`src/design/watchdog_map.svh`:
```
/*
  Timing and reset constants of the standalone watchdog.
  Assumes a 10 MHz core clock; all counts derive from it.
*/
`ifndef WATCHDOG_MAP_SVH
`define WATCHDOG_MAP_SVH

// ==========================================================
// Clock rate
`define CLK_MHZ          10
`define US_TO_CYC(t)     ((t) * `CLK_MHZ)

// ==========================================================
// Timeout periods, options A..F, in microseconds
`define TWD_A_US         3400
`define TWD_B_US         6800
`define TWD_C_US         108800
`define TWD_D_US         1700000
`define TWD_E_US         7000000
`define TWD_F_US         27900000

// ==========================================================
// Fixed alarm hold times, options A and B, in microseconds
`define HOLD_A_US        27200
`define HOLD_B_US        217600

// ==========================================================
// Least alarm low time
`define MIN_LOW_US       20
`define MIN_LOW_CYC      `US_TO_CYC(`MIN_LOW_US)

// ==========================================================
// Input glitch rejection, rounded up to whole cycles
`define GLITCH_NS        100
`define GLITCH_CYC       (((`GLITCH_NS * `CLK_MHZ) + 999) / 1000)
`define FILT_STAGES      (`GLITCH_CYC + 1)

// ==========================================================
// Reset values
`define OFF_RST_VAL      1'b0
`define KICK_RST_VAL     1'b0

`endif

```
`src/design/watchdog_pkg.sv`:
```
/*
  Types and option decoders of the standalone watchdog.
  Assumes watchdog_map.svh is on the include path.
*/
`default_nettype none
`include "watchdog_map.svh"

package watchdog_pkg;

  // ========================================================
  // Sequencer states
  typedef enum logic [1:0] {
    S_OFF   = 2'b00,
    S_COUNT = 2'b01,
    S_ALARM = 2'b10
  } wd_state_t;

  typedef logic [31:0] cnt_t;

  // ========================================================
  // Option decoders: timeout 0..5 is A..F, hold 0 none, 1 A, 2 B
  function automatic int unsigned timeout_cyc(input int unsigned opt);
    case (opt)
      0:       timeout_cyc = `US_TO_CYC(`TWD_A_US);
      1:       timeout_cyc = `US_TO_CYC(`TWD_B_US);
      2:       timeout_cyc = `US_TO_CYC(`TWD_C_US);
      3:       timeout_cyc = `US_TO_CYC(`TWD_D_US);
      4:       timeout_cyc = `US_TO_CYC(`TWD_E_US);
      default: timeout_cyc = `US_TO_CYC(`TWD_F_US);
    endcase
  endfunction

  function automatic int unsigned hold_cyc(input int unsigned opt);
    case (opt)
      1:       hold_cyc = `US_TO_CYC(`HOLD_A_US);
      2:       hold_cyc = `US_TO_CYC(`HOLD_B_US);
      default: hold_cyc = 0;
    endcase
  endfunction

endpackage

`default_nettype wire

```
`src/design/standalone_watchdog_timer.sv`:
```
/*
  Standalone watchdog timer: kick input, active-low enable,
  open-drain active-low alarm. All timing from the core clock.
  Assumes kick and enable arrive asynchronously from pins and
  that a pad outside resolves the open-drain alarm wire.
*/
// Notes on behaviour
// - Each valid kick clears the counter
// - Timeout reached drives alarm pin low
// - Timeout period chosen from six options
// - Hold option fixes alarm low time
// - Enable input high disables the watchdog
// - Enable input defaults low, watchdog enabled
// - Enable pulse resets, glitches are rejected
// - Alarm stays low 20us despite disable
// - No-hold alarm stays low 20us despite kicks
// - Alarm transitions restart the counter
// - Kick pulses filtered, glitches ignored
// - No-hold variant clears on rising only
// - Alarm repeats each period without kicks
// - Disable clears timing, restart from zero
`timescale 1ns/1ps
`default_nettype none
`include "watchdog_map.svh"

module standalone_watchdog_timer #(
  parameter int unsigned TIMEOUT_OPT = 0,
  parameter int unsigned HOLD_OPT    = 1,
  parameter bit          BOTH_EDGES  = (HOLD_OPT != 0),
  // selected timeout, overridable to shorten simulation
  parameter int unsigned TWD_CYC     = watchdog_pkg::timeout_cyc(TIMEOUT_OPT),
  // selected hold time, overridable to shorten simulation
  parameter int unsigned HOLD_CYC    = watchdog_pkg::hold_cyc(HOLD_OPT)
) (
  input  wire logic clk_i,
  input  wire logic rst_i,
  input  wire logic kick_input_i,
  input  wire logic watchdog_off_in_i,
  input  wire logic alarm_out_low_i,
  output logic      alarm_out_low_o,
  output logic      alarm_out_low_oe_o
);
  import watchdog_pkg::*;

  localparam bit   HAS_HOLD = (HOLD_OPT != 0);
  localparam cnt_t TWD_LAST = cnt_t'(TWD_CYC - 1);
  localparam cnt_t END_LAST = HAS_HOLD ? cnt_t'(HOLD_CYC - 1) : TWD_LAST;
  localparam cnt_t MIN_LAST = cnt_t'(`MIN_LOW_CYC - 1);
  localparam int   NS       = `FILT_STAGES;

  // ==========================================================
  // Input conditioning
  logic [1:0] raw;
  logic [1:0] sync1_q;
  logic [1:0] sync2_q;
  logic [1:0] filt_q;
  logic       kick_prev_q;

  assign raw = {watchdog_off_in_i, kick_input_i};

  genvar gi;
  generate
    for (gi = 0; gi < 2; gi++) begin : g_in
      localparam logic RV = (gi == 1) ? `OFF_RST_VAL : `KICK_RST_VAL;
      logic [NS-1:0] hist_q;
      // enabled until the input says otherwise
      always_ff @(posedge clk_i or posedge rst_i) begin
        if (rst_i) begin
          sync1_q[gi] <= RV;
          sync2_q[gi] <= RV;
        end else begin
          sync1_q[gi] <= raw[gi];
          sync2_q[gi] <= sync1_q[gi];
        end
      end
      // a level must stand NS samples to pass
      always_ff @(posedge clk_i or posedge rst_i) begin
        if (rst_i) begin
          hist_q     <= {NS{RV}};
          filt_q[gi] <= RV;
        end else begin
          hist_q <= {hist_q[NS-2:0], sync2_q[gi]};
          if (&{hist_q[NS-2:0], sync2_q[gi]}) begin
            filt_q[gi] <= 1'b1;
          end else if (~|{hist_q[NS-2:0], sync2_q[gi]}) begin
            filt_q[gi] <= 1'b0;
          end
        end
      end
    end
  endgenerate

  always_ff @(posedge clk_i or posedge rst_i) begin
    if (rst_i) begin
      kick_prev_q <= `KICK_RST_VAL;
    end else begin
      kick_prev_q <= filt_q[0];
    end
  end

  logic off;
  logic kick_rise;
  logic kick_fall;
  logic kick_hit;

  // high level of the enable input switches off
  assign off       = filt_q[1];
  assign kick_rise = filt_q[0] & ~kick_prev_q;
  assign kick_fall = ~filt_q[0] & kick_prev_q;
  assign kick_hit  = kick_rise | (BOTH_EDGES & kick_fall);

  // ==========================================================
  // Sequencer
  wd_state_t state_q;
  cnt_t      cnt_q;
  logic      alarm_q;
  logic      pend_q;
  logic      len_ok;
  logic      stop_req;

  assign len_ok   = (cnt_q >= MIN_LAST);
  // disable during alarm waits for the least low time
  // no-hold kick only ends alarm after the least low time
  assign stop_req = off | pend_q | (kick_rise & ~HAS_HOLD);

  always_ff @(posedge clk_i or posedge rst_i) begin
    if (rst_i) begin
      state_q <= S_COUNT;
      cnt_q   <= '0;
      alarm_q <= 1'b0;
    end else begin
      unique case (state_q)
        S_OFF: begin
          // timing cleared while off, restart from zero
          cnt_q   <= '0;
          alarm_q <= 1'b0;
          if (!off) begin
            state_q <= S_COUNT;
          end
        end
        S_COUNT: begin
          if (off) begin
            state_q <= S_OFF;
            cnt_q   <= '0;
          end else if (kick_hit) begin
            cnt_q <= '0;
          end else if (cnt_q == TWD_LAST) begin
            state_q <= S_ALARM;
            alarm_q <= 1'b1;
            cnt_q   <= '0;
          end else begin
            cnt_q <= cnt_q + 32'h0000_0001;
          end
        end
        S_ALARM: begin
          if ((stop_req && len_ok) || cnt_q == END_LAST) begin
            // release, then count a fresh period, or go to S_OFF if disabled
            state_q <= off ? S_OFF : S_COUNT;
            alarm_q <= 1'b0;
            cnt_q   <= '0;
          end else begin
            cnt_q <= cnt_q + 32'h0000_0001;
          end
        end
        default: begin
          state_q <= S_OFF;
          cnt_q   <= '0;
          alarm_q <= 1'b0;
        end
      endcase
    end
  end

  // Remembers a release request seen before the least low time
  always_ff @(posedge clk_i or posedge rst_i) begin
    if (rst_i) begin
      pend_q <= 1'b0;
    end else if (state_q != S_ALARM || !alarm_q) begin
      pend_q <= 1'b0;
    end else if ((stop_req && len_ok) || cnt_q == END_LAST) begin
      pend_q <= 1'b0;
    end else if (off || (kick_rise && !HAS_HOLD)) begin
      pend_q <= 1'b1;
    end
  end

  // ==========================================================
  // Open-drain alarm pin: only ever pulls low
  assign alarm_out_low_o    = 1'b0;
  assign alarm_out_low_oe_o = alarm_q;
endmodule // standalone_watchdog_timer

`default_nettype wire

```
`config.mk`:
```
export PLATFORM = sky130hd
export DESIGN_NAME = standalone_watchdog_timer
export DESIGN_NICKNAME = d
export VERILOG_FILES = /design/src/design/watchdog_pkg.sv /design/src/design/standalone_watchdog_timer.sv
export VERILOG_INCLUDE_DIRS = /design/src /design/src/design
export SDC_FILE = /design/constraint.sdc
export NUM_CORES = 1
export LEC_CHECK = 0
export ABC_AREA = 1
export BUFFER_PORTS_ARGS = -buffer_cell sky130_fd_sc_hd__buf_2
export CAP_MARGIN = 20
export CORE_MARGIN = 3
export CORE_UTILIZATION = 50
export DETAILED_ROUTE_END_ITERATION = 8
export GPL_ROUTABILITY_DRIVEN = 0
export PLACE_DENSITY = 0.69
export SLEW_MARGIN = 20
export SYNTH_ARGS = -nofsm -noshare
export SYNTH_HDL_FRONTEND = slang
export SYNTH_SLANG_ARGS = --single-unit
```
`constraint.sdc`:
```
create_clock -name clk_i -period 1.75 [get_ports clk_i]
set_clock_uncertainty 0.05 [all_clocks]
set_input_delay 0.175 -clock clk_i [delete_from_list [all_inputs] [get_ports clk_i]]
set_output_delay 0.175 -clock clk_i [all_outputs]
set_load 0.02 [all_outputs]
```
### Word level (Yosys, flattened, before mapping)

Index checks and enable logic that the tools add are counted.

* input bits: 5
* register bits: 45
* logic and storage cells: 71

* magnitude comparators: 1
* add/sub/neg operators: 1
* reduce and logical (&&, ||, !) cells: 12
* bitwise gates (word level): 6
* equal/unequal tests: 14
* mux-type cells: 24

Operator list (count)
* 32-bit two-way mux: 4
* 32-bit case mux with 2 select lines: 1
* 32-bit by 1-bit adder with 32-bit output (second input constant): 1
* 32-bit by 16-bit equality test with 1-bit output (second input constant): 1
* 32-bit by 19-bit equality test with 1-bit output (second input constant): 1
* 32-bit by 8-bit greater-or-equal comparator with 1-bit output (second input constant): 1
* 2-bit inequality test (second input constant): 8
* 1-bit two-way mux: 12
* 2-bit two-way mux: 5
* 4-bit AND reduction: 2
* 3-bit inequality test (second input constant): 2
* 2-bit case mux with 3 select lines: 1
* 2-bit AND reduction: 2
* 2-bit OR reduction: 2
* 3-bit nonzero test: 1
* 1-bit AND: 2
* 2-bit by 1-bit equality test with 1-bit output (second input constant): 1
* 2-bit equality test (second input constant): 1
* 2-bit zero test: 1
* 1-bit logical OR: 2
* 1-bit NOT: 2
* 1-bit OR: 2
* 1-bit case mux with 2 select lines: 1
* 1-bit logical AND: 1
* 1-bit zero test: 1

### Longest topological paths before layout

Gate-level depths: netlist of run 1.

* depth in word-level cells: 6
* gate-level depth with buffers: 11

### Worst setup path before layout of run 1

No wires, ideal clock.

* path kind: register to register
* from: register cnt_q[0]
* to: register cnt_q[2]
* data required time: 1.580 ns
* slack: 0.071 ns
* cell stages (with the launch flop): 12
* data arrival time: 1.509 ns
* cell sequence: dfrtp_1 > ha_1 > nand2_2 > nor2_2 > nand2_4 > nor2_1 > nand3_1 > nand3_2 > nand2_2 > nand2_4 > buf_6 > nor2_1

* word-level cells in the longest chain between the ends: 5
* elaborated cells between the ends (all ways): 11
* classes of those cells: 1 x add/sub; 1 x order compare; 2 x eq/ne; 5 x mux; 2 x reduce/logical

Ends and longest elaborated chain
* from (decl): line standalone_watchdog_timer.sv:115 `cnt_t cnt_q;`
* from (signal assigned): line standalone_watchdog_timer.sv:152 `cnt_q <= cnt_q + 32'h0000_0001;`
* from (signal assigned): line standalone_watchdog_timer.sv:162 `cnt_q <= cnt_q + 32'h0000_0001;`
* 32-bit by 1-bit adder with 32-bit output, or another cell as far along: line standalone_watchdog_timer.sv:152, standalone_watchdog_timer.sv:162
* 32-bit two-way mux / 1-bit logical AND (equally long branches): line standalone_watchdog_timer.sv:147, standalone_watchdog_timer.sv:156
* 32-bit two-way mux / 1-bit logical OR (equally long branches): line standalone_watchdog_timer.sv:145, standalone_watchdog_timer.sv:156
* 32-bit two-way mux, on equally long branches: line standalone_watchdog_timer.sv:142, standalone_watchdog_timer.sv:156
* 32-bit case mux with 2 select lines *: line standalone_watchdog_timer.sv:132 `unique case (state_q)`

Mark *: on every way between the ends. The rest lies on a longest branch, timed or not.
A chain may end at the register's enable or synchronous reset.

### Final worst setup path of run 1

* from: register cnt_q[0]
* to: register cnt_q[28]

Same word-level chain as after synthesis.

==> results of run 1 <==
-- through the flow --
step / power (W) / setup WS, ns
floorplan: 0.00150 / 0.0709
finish: 0.00243 / -0.0199
CTS: 0.00231 / -0.00664
global route: 0.00259 / -0.168
detailed placement: 0.00164 / -0.0352
global placement: 0.00162 / -0.00444
-- cells in the mapped netlist --
library cell / n / area share (%)
a21oi_1: 4 / 0.79
and3_1: 1 / 0.25
buf_4: 1 / 0.30
buf_6: 3 / 1.3
conb_1: 1 / 0.15
dfrtp_1: 44 / 43
dfstp_2: 1 / 1.0
ha_1: 7 / 3.5
inv_1: 36 / 5.3
mux2_2: 1 / 0.44
nand2_1: 59 / 8.7
nand2_2: 3 / 0.74
nand2_4: 2 / 0.89
nand3_1: 15 / 3.0
nand3_2: 3 / 1.2
nand4_1: 6 / 1.5
nor2_1: 80 / 12
nor2_2: 7 / 1.7
nor2_4: 1 / 0.44
nor3_1: 9 / 1.8
nor3_2: 1 / 0.39
nor4_1: 1 / 0.25
o21ai_0: 4 / 0.79
o21ai_2: 1 / 0.35
o21bai_1: 1 / 0.30
xnor2_1: 7 / 2.4
xor2_1: 21 / 7.3
-- flip-flops by register name, indices dropped and copies added (netlist names) --
signal and flops:
sync2_q 2, off 1, sync1_q 2, cnt_q 32, g_in.hist_q 2, kick_prev_q 1, filt_q 1, state_q 2
pend_q 1, alarm_out_low_oe_o 1
-- report_power, final --
part | total (W) | switching [W] | internal (W)
combinational | 0.000638 | 0.000357 | 0.000281
clock | 0.000658 | 0.000376 | 0.000282
sequential | 0.00114 | 0.0000402 | 0.00110
-- layer usage --
metal  track usage (%)  share of wire (%)  vias to the layer above
met5                 0                  0                        -
met4              6.58                1.3                        0
met3              3.40                3.2                        6
met2              29.1                 46                       24
met1              25.2                 49                      945
li1                  -                  -                     1049
-- cell type report --
| class | count | area [µm²] | share of cell area (%) |
|---|---|---|---|
| clock buffer | 6 | 72.6 | 2.38 |
| inverter | 36 | 135 | 4.44 |
| sequential | 45 | 1130 | 37.0 |
| tap | 67 | 83.8 | 2.75 |
| clock inverter | 2 | 15.0 | 0.493 |
| timing repair buffer | 26 | 251 | 8.26 |
| multi-input combinational | 235 | 1360 | 44.6 |
-- cells by family (layout without fill, tap and decap cells) --
group / after synthesis / in the layout / synth area share [%]
muxes: 1 / 1 / 0.444
adders and majority gates: 7 / 7 / 3.45
and+or+nand+nor: 188 / 188 / 32.7
buffers and inverters: 40 / 70 / 6.96
other: 1 / 1 / 0.148
AOI/OAI and AO/OA: 10 / 10 / 2.22
DFF: 45 / 45 / 44.5
xor gates and xnor gates: 28 / 28 / 9.67
-- how the worst min path moves through the flow --
stage	startpoint	cells past startpoint	slack, ns	to
6_report	sync1_q[0]	0	0.31	sync2_q[0]
5_1_grt	sync1_q[0]	0	0.32	sync2_q[0]
4_1_cts	sync1_q[0]	0	0.31	sync2_q[0]
3_5_place_dp	rst_i	3	0.18	sync1_q[0]
3_3_place_gp	rst_i	3	0.18	sync1_q[0]
2_1_floorplan	kick_input_i	0	0.16	sync1_q[0]
-- what timing repair did --
action,CTS,global route
buffers inserted,3,2
gates resized for setup,3,39
setup endpoints to repair,33,36
hold buffers,3,0
pin swaps,4,11
gates cloned,0,1
hold endpoints to repair,46,0
==> qor.csv, run 1 <==
metric,value,unit
status,"complete, but fails checks",
violations,setup timing,
io_pins,7,
worst_path_dominant_cell_family,simple AND/OR/NAND/NOR gates,
die_width,77.2,µm
fin_crit,1.77,ns
drc,0,
place.detailed.hpwl,3.57,mm
detailed_place.area,0.00274,mm²
cts_inserted_buffers,5,
fillCellCount,449,
setup_tns,-0.147,ns
grt_max_degree,46,
power.leakage,1.37,nW
worstSetupPathType,flop to flop,
ant_nets,0,
placed_cells,401,
synth_seq_area_share,44.4,%
critPathLaunchType,flop,
critical_path_depth,11,
ys_seq_elements,45,
holdWs,0.305,ns
clk_latency,0.30,ns
power_density,799,mW/mm²
layoutNonFillerInstCount,417,
rrSetupSlack,-0.02,ns
row_count,25,
syn_nets,332,
track_usage,18.4,%
worstPathCellList,ha_2 > nand2_4 > nand2_2 > o21bai_1 > nand2_1 > o21ai_2 > nand3_2 > nand2_2 > nand2_4 > buf_12 > nor2_2,
coreArea,0.00482,mm²
post-route-period-util,101,%
h-tree-depth,2,
ys_types,27,
finalHoldViolCount,0,
utilization,63.2,%
nNetsFinal,361,
max_stage_delay,0.39,ns
clkSinkCount,45,
antenna_found_initial,0,
setup_viol,20,
drt-pass1-iter-count,4,
grt-ovfl-total,0,
insertedDiodeCount,0,
critPathLaunch,cnt_q[0],
critPathCaptureType,flop,
r2r_start,cnt_q[0],
final_cell_mix,"nand2_1 (56), nor2_1 (51), dfrtp_1 (44)",
clockBufferDepth,2,
cts.clk_slew.worst_paths,0.09,ns
ff2ff_path_depth,11,
grt_first_pass_wirelength,8.83,mm
vias,2024,
cap_violations,0,
dieArea,0.00596,mm²
cp_num_buf_inv,1,
ys_warn_count,0,
syn_avg_cell_area,7.93,µm²
cpMaxStageDelayCell,dfrtp_1,
die_y,77.2,µm
netlist_instances,320,
syn_area,0.00254,mm²
crit_required,1.93,ns
cp.arrival,1.95,ns
rsz0062_at_grt,true,
crit_fanout,14,
routed_wl,5.09,mm
layout-drive-gt1-share,24.9,%
cts_tree,done,
initial_core_util,52.6,%
hp-class,flop to flop,
worstSetupEndpoint,cnt_q[28],
drt_iter0_drc,93,
area_growth_syn_to_layout,20.0,%
final_common_cell,nand2_1,
slew_violations,0,
first_global_vias,2039,
reg2reg_to,cnt_q[28],
vias_per_cell,4.85,
ir_drop,0.665,mV
ctsRootBufferMaster,clkbuf_8,
wl_per_cell,12.2,µm
clock.fmax,565,MHz
design_area,0.00304,mm²
setup_slack,-0.0199,ns
port-buffer-count,4,
Note: power is estimated with default switching activity, not from simulation.
==> run 2, diff against run 1 <==
Settings changed: BUFFER_PORTS_ARGS -buffer_cell sky130_fd_sc_hd__buf_2 to -buffer_cell sky130_fd_sc_hd__buf_4, SLEW_MARGIN 20 to default.
==> qor.csv, run 2 (same netlist as run 1, synthesis figures left out) <==
metric,value,unit
rsz0062_at_grt,true,
post-route-period-util,99.8,%
status,finished clean,
vias,1976,
cpMaxStageDelayCell,dfrtp_1,
io_pins,7,
totalPowerFinal,0.00234,W
critPathLaunchType,flop,
ctsRootBufferMaster,clkbuf_8,
min_to,sync2_q[0],
clockBufferDepth,2,
cp_num_buf_inv,1,
slew_violations,0,
placed_cells,400,
ir_drop,0.575,mV
grt-ovfl-total,0,
utilization,62.2,%
min_from,sync1_q[0],
vias_per_cell,4.80,
grt_first_pass_wirelength,8.77,mm
hp-class,flop to flop,
cp.arrival,1.88,ns
drt-pass1-iter-count,4,
area_growth_syn_to_layout,18.1,%
first_global_vias,1975,
finalHoldViolCount,0,
antenna_found_initial,0,
power_density,782,mW/mm²
worst_path_dominant_cell_family,simple AND/OR/NAND/NOR gates,
rrSetupSlack,0.004,ns
max_stage_delay,0.36,ns
critPathCaptureType,flop,
coreArea,0.00482,mm²
ff2ff_path_depth,11,
clkSinkCount,45,
track_usage,18.2,%
fin_crit,1.75,ns
clock.fmax,573,MHz
final_cell_mix,"nor2_1 (68), nand2_1 (57), dfrtp_1 (44)",
die_y,77.2,µm
wl_per_cell,12.0,µm
cts.clk_slew.worst_paths,0.08,ns
reg2reg_to,cnt_q[25],
layout-drive-gt1-share,20.9,%
drc,0,
worstPathCellList,ha_2 > nand2_4 > nor2_4 > nand2_4 > nor2_4 > nand3_2 > nand3_2 > nand2_2 > nand2_4 > buf_12 > nor2_1,
cts_tree,done,
fillCellCount,447,
clk_latency,0.30,ns
layoutNonFillerInstCount,412,
cap_violations,0,
worstSetupPathType,flop to flop,
ant_nets,0,
nNetsFinal,356,
holdWs,0.306,ns
port-buffer-count,4,
routed_wl,4.94,mm
crit_required,1.88,ns
dieArea,0.00596,mm²
largest_register_ffs,32,
power.leakage,1.34,nW
die_width,77.2,µm
initial_core_util,52.6,%
insertedDiodeCount,0,
drt_iter0_drc,113,
row_count,25,
cp_common_cell,nand2_4,
r2r_start,cnt_q[0],
top_register,cnt_q,
crit_fanout,17,
place.detailed.hpwl,3.50,mm
setup_viol,0,
h-tree-depth,2,
grt_max_degree,46,
final_common_cell,nor2_1,
whs_path_depth,0,
cts_inserted_buffers,5,
[run 2: cell count changes in the layout (fill, tap and decap cells not counted), moves of 3 or more]
cell | before | now
buf_2 | 4 | 0
nand3_1 | 14 | 11
nor2_2 | 34 | 15
nand3_2 | 4 | 7
nor2_1 | 51 | 68
[run 2: worst max path at each step]
stage          startpoint        end  slack, ns  cells past startpoint
2_1_floorplan    cnt_q[0]   cnt_q[2]       0.07                     11
3_3_place_gp     cnt_q[0]  cnt_q[30]     0.0008                     11
6_report         cnt_q[0]  cnt_q[25]      0.004                     11
3_5_place_dp     cnt_q[0]  cnt_q[30]      -0.03                     11
5_1_grt         cnt_q[13]  cnt_q[25]      -0.13                     11
4_1_cts          cnt_q[0]  cnt_q[28]      -0.02                     11
[run 2: repair_timing]
action                     in CTS  in global routing
setup buffers                   1                  0
resized for setup               9                 21
setup endpoints to repair      34                 36
hold endpoints to repair       46                  0
hold buffers                    3                  0
pin swaps                       0                  7
[run 2: layer usage]
layer	GRT usage [%]	up-vias	part of all wire, %
met4	6.05	0	1.5
met5	0	-	0
met3	4.11	7	3.9
met1	24.6	911	48
met2	29.0	24	46
li1	-	1034	-
[run 2: final cells by class]
class                      count  area [µm²]  share of cell area (%)
tap                           67        83.8                    2.80
clock buffer                   7        96.3                    3.22
inverter                      36         135                    4.51
multi-input combinational    235        1350                    44.9
timing repair buffer          21         203                    6.77
sequential                    45        1130                    37.6
clock inverter                 1        5.00                   0.167
[run 2: where the power goes]
group	switching, W	internal, W
combinational	0.000294	0.000210
clock	0.000346	0.000357
sequential	0.0000398	0.00110
[run 2: worst reg2reg max path: stages, from the launching register on]
cell and delay (ns):
dfrtp_1 0.36, ha_2 0.21, nand2_4 0.08, nor2_4 0.17, nand2_4 0.11, nor2_4 0.10, nand3_2 0.09, nand3_2 0.11
nand2_2 0.07, nand2_4 0.08, buf_12 0.15, nor2_1 0.06
[run 2: through the flow]
step,worst slack [ns],setup TNS (ns),area [µm²]
finish,0.00396,0,3000
detailed placement,-0.0333,-0.716,2740
global route,-0.131,-3.68,3000
global placement,0.000829,0,2740
CTS,-0.0165,-0.0949,2910
floorplan,0.0709,0,2540
==> run 3, diff against run 2 <==
Settings changed: BUFFER_PORTS_ARGS -buffer_cell sky130_fd_sc_hd__buf_4 to default, CORE_UTILIZATION 50 to 24, DONT_BUFFER_PORTS from default to 1, PLACE_DENSITY 0.69 to default.
==> qor.csv, run 3 (same netlist as run 1, synthesis figures left out) <==
metric,value,unit
status,"complete, but fails checks",
violations,setup timing,
cts.clk_slew.worst_paths,0.08,ns
holdWs,0.302,ns
die_y,109,µm
drt-pass1-iter-count,5,
internal_power,0.00191,W
critPathCaptureType,flop,
p_comb_share,22.6,%
vias_per_cell,4.24,
power_switching,0.000774,W
critPathLaunchType,flop,
row_count,36,
coreArea,0.0100,mm²
layout-drive-gt1-share,22.8,%
power.leakage,1.37,nW
p_sw_share,28.9,%
track_usage,9.65,%
slew_violations,0,
die_width,109,µm
utilization,31.6,%
nNetsFinal,358,
ir_drop,0.310,mV
clock.fmax,563,MHz
fillCellCount,1069,
final_cell_mix,"nand2_1 (58), nor2_1 (53), dfrtp_1 (44)",
clk_latency,0.31,ns
finalHoldViolCount,0,
maxSlewHeadroom,61.8,%
cts_inserted_buffers,5,
io_pins,7,
ant_nets,0,
top_register,cnt_q,
first_global_vias,2036,
worst_path_dominant_cell_family,simple AND/OR/NAND/NOR gates,
hp-class,flop to flop,
cpMaxStageDelayCell,dfrtp_1,
fin_crit,1.77,ns
setup_slack,-0.0249,ns
insertedDiodeCount,0,
place.detailed.hpwl,3.82,mm
setup_viol,12,
setup_tns,-0.0835,ns
power_density,848,mW/mm²
crit_required,1.93,ns
cts_tree,done,
detailed_place.area,0.00282,mm²
drt_iter0_drc,74,
grt_max_degree,46,
design_area,0.00316,mm²
h-tree-depth,2,
wl_per_cell,10.7,µm
routed_wl,5.16,mm
cap_violations,0,
regArea,0.00113,mm²
preCtsSetupSlack,-0.0536,ns
dieArea,0.0118,mm²
busiest_layer,met2,
multi_input_area,0.00138,mm²
worstPathCellList,ha_4 > nand2_4 > nand2_2 > o21bai_1 > nand2_1 > o21ai_2 > nand3_2 > nand2_2 > nand2_4 > buf_12 > nor2_2,
cp.arrival,1.95,ns
worst_pin_slew,0.573,ns
grtUsageMet1,12.4,%
ctsRootBufferMaster,clkbuf_8,
grt-ovfl-total,0,
post-route-period-util,101,%
clkSinkCount,45,
final_common_cell,nand2_1,
rsz0062_at_grt,true,
pwr-share-seq,42.5,%
grt_first_pass_wirelength,9.09,mm
grt_util_met3,2.19,%
clockBufferDepth,2,
largest_register_ffs,32,
grt_util_met2,15.3,%
antenna_found_initial,0,
drc,0,
initial_core_util,25.4,%
vias,2034,
cp_num_buf_inv,1,
crit_fanout,11,
max_stage_delay,0.41,ns
worstSetupPathType,flop to flop,
area_growth_syn_to_layout,24.6,%
p_clk_share,34.9,%
port-buffer-count,0,
## run 3: changes by cell type in the layout (fill, tap and decap cells not counted), moves of 2 or more
cell / delta
nor2_2: +8
buf_4: +2
nor2_1: -15
nand3_2: -4
nand3_1: +4
nor2_4: +7
bufinv_16: +2
clkbuf_8: -2
## run 3: layout make-up
cell class | count | area share [%]
sequential | 45 | 35.7
clock buffer | 5 | 2.18
tap | 133 | 5.27
clock inverter | 3 | 2.06
timing repair buffer | 23 | 6.89
multi-input combinational | 235 | 43.6
inverter | 36 | 4.28
## run 3: what timing repair did
item | 4_1_cts | 5_1_grt
hold endpoints to repair | 46 | 0
pin swaps | 3 | 4
hold buffers | 3 | 0
gates resized for setup | 12 | 31
setup endpoints to repair | 34 | 36
cloned | 0 | 0
setup buffers | 1 | 3
## run 3: stage by stage
step | total power (W) | instances
floorplan | 0.00150 | 320
global placement | 0.00165 | 465
detailed placement | 0.00167 | 465
CTS | 0.00263 | 477
global route | 0.00283 | 480
finish | 0.00268 | 480
## run 3: final timing paths
kind                            startpoint          to  slack (ns)  cells past startpoint
worst min-delay path            sync1_q[0]  sync2_q[0]        0.30                      0
min in group asynchronous            rst_i  sync1_q[1]        0.42                      3
worst max-delay path              cnt_q[1]    cnt_q[9]       -0.02                     11
worst max register to register    cnt_q[1]    cnt_q[9]       -0.02                     11
max in group asynchronous            rst_i   cnt_q[23]        0.83                      3
worst min register to register  sync1_q[0]  sync2_q[0]        0.30                      0
## run 3: metal layers
layer	up-vias	wire, µm
li1	1041	-
met1	960	2480
met2	25	2380
met3	8	180
met4	0	119
met5	-	0
## run 3: power groups by stage
| stage | Sequential [W] | Clock [W] | Combinational (W) |
|---|---|---|---|
| 2_1_floorplan | 0.00115 | 0 | 0.000352 |
| 3_3_place_gp | 0.00115 | 0 | 0.000501 |
| 3_5_place_dp | 0.00116 | 0 | 0.000515 |
| 4_1_cts | 0.00114 | 0.000963 | 0.000535 |
| 5_1_grt | 0.00115 | 0.00100 | 0.000677 |
| 6_report | 0.00114 | 0.000934 | 0.000606 |
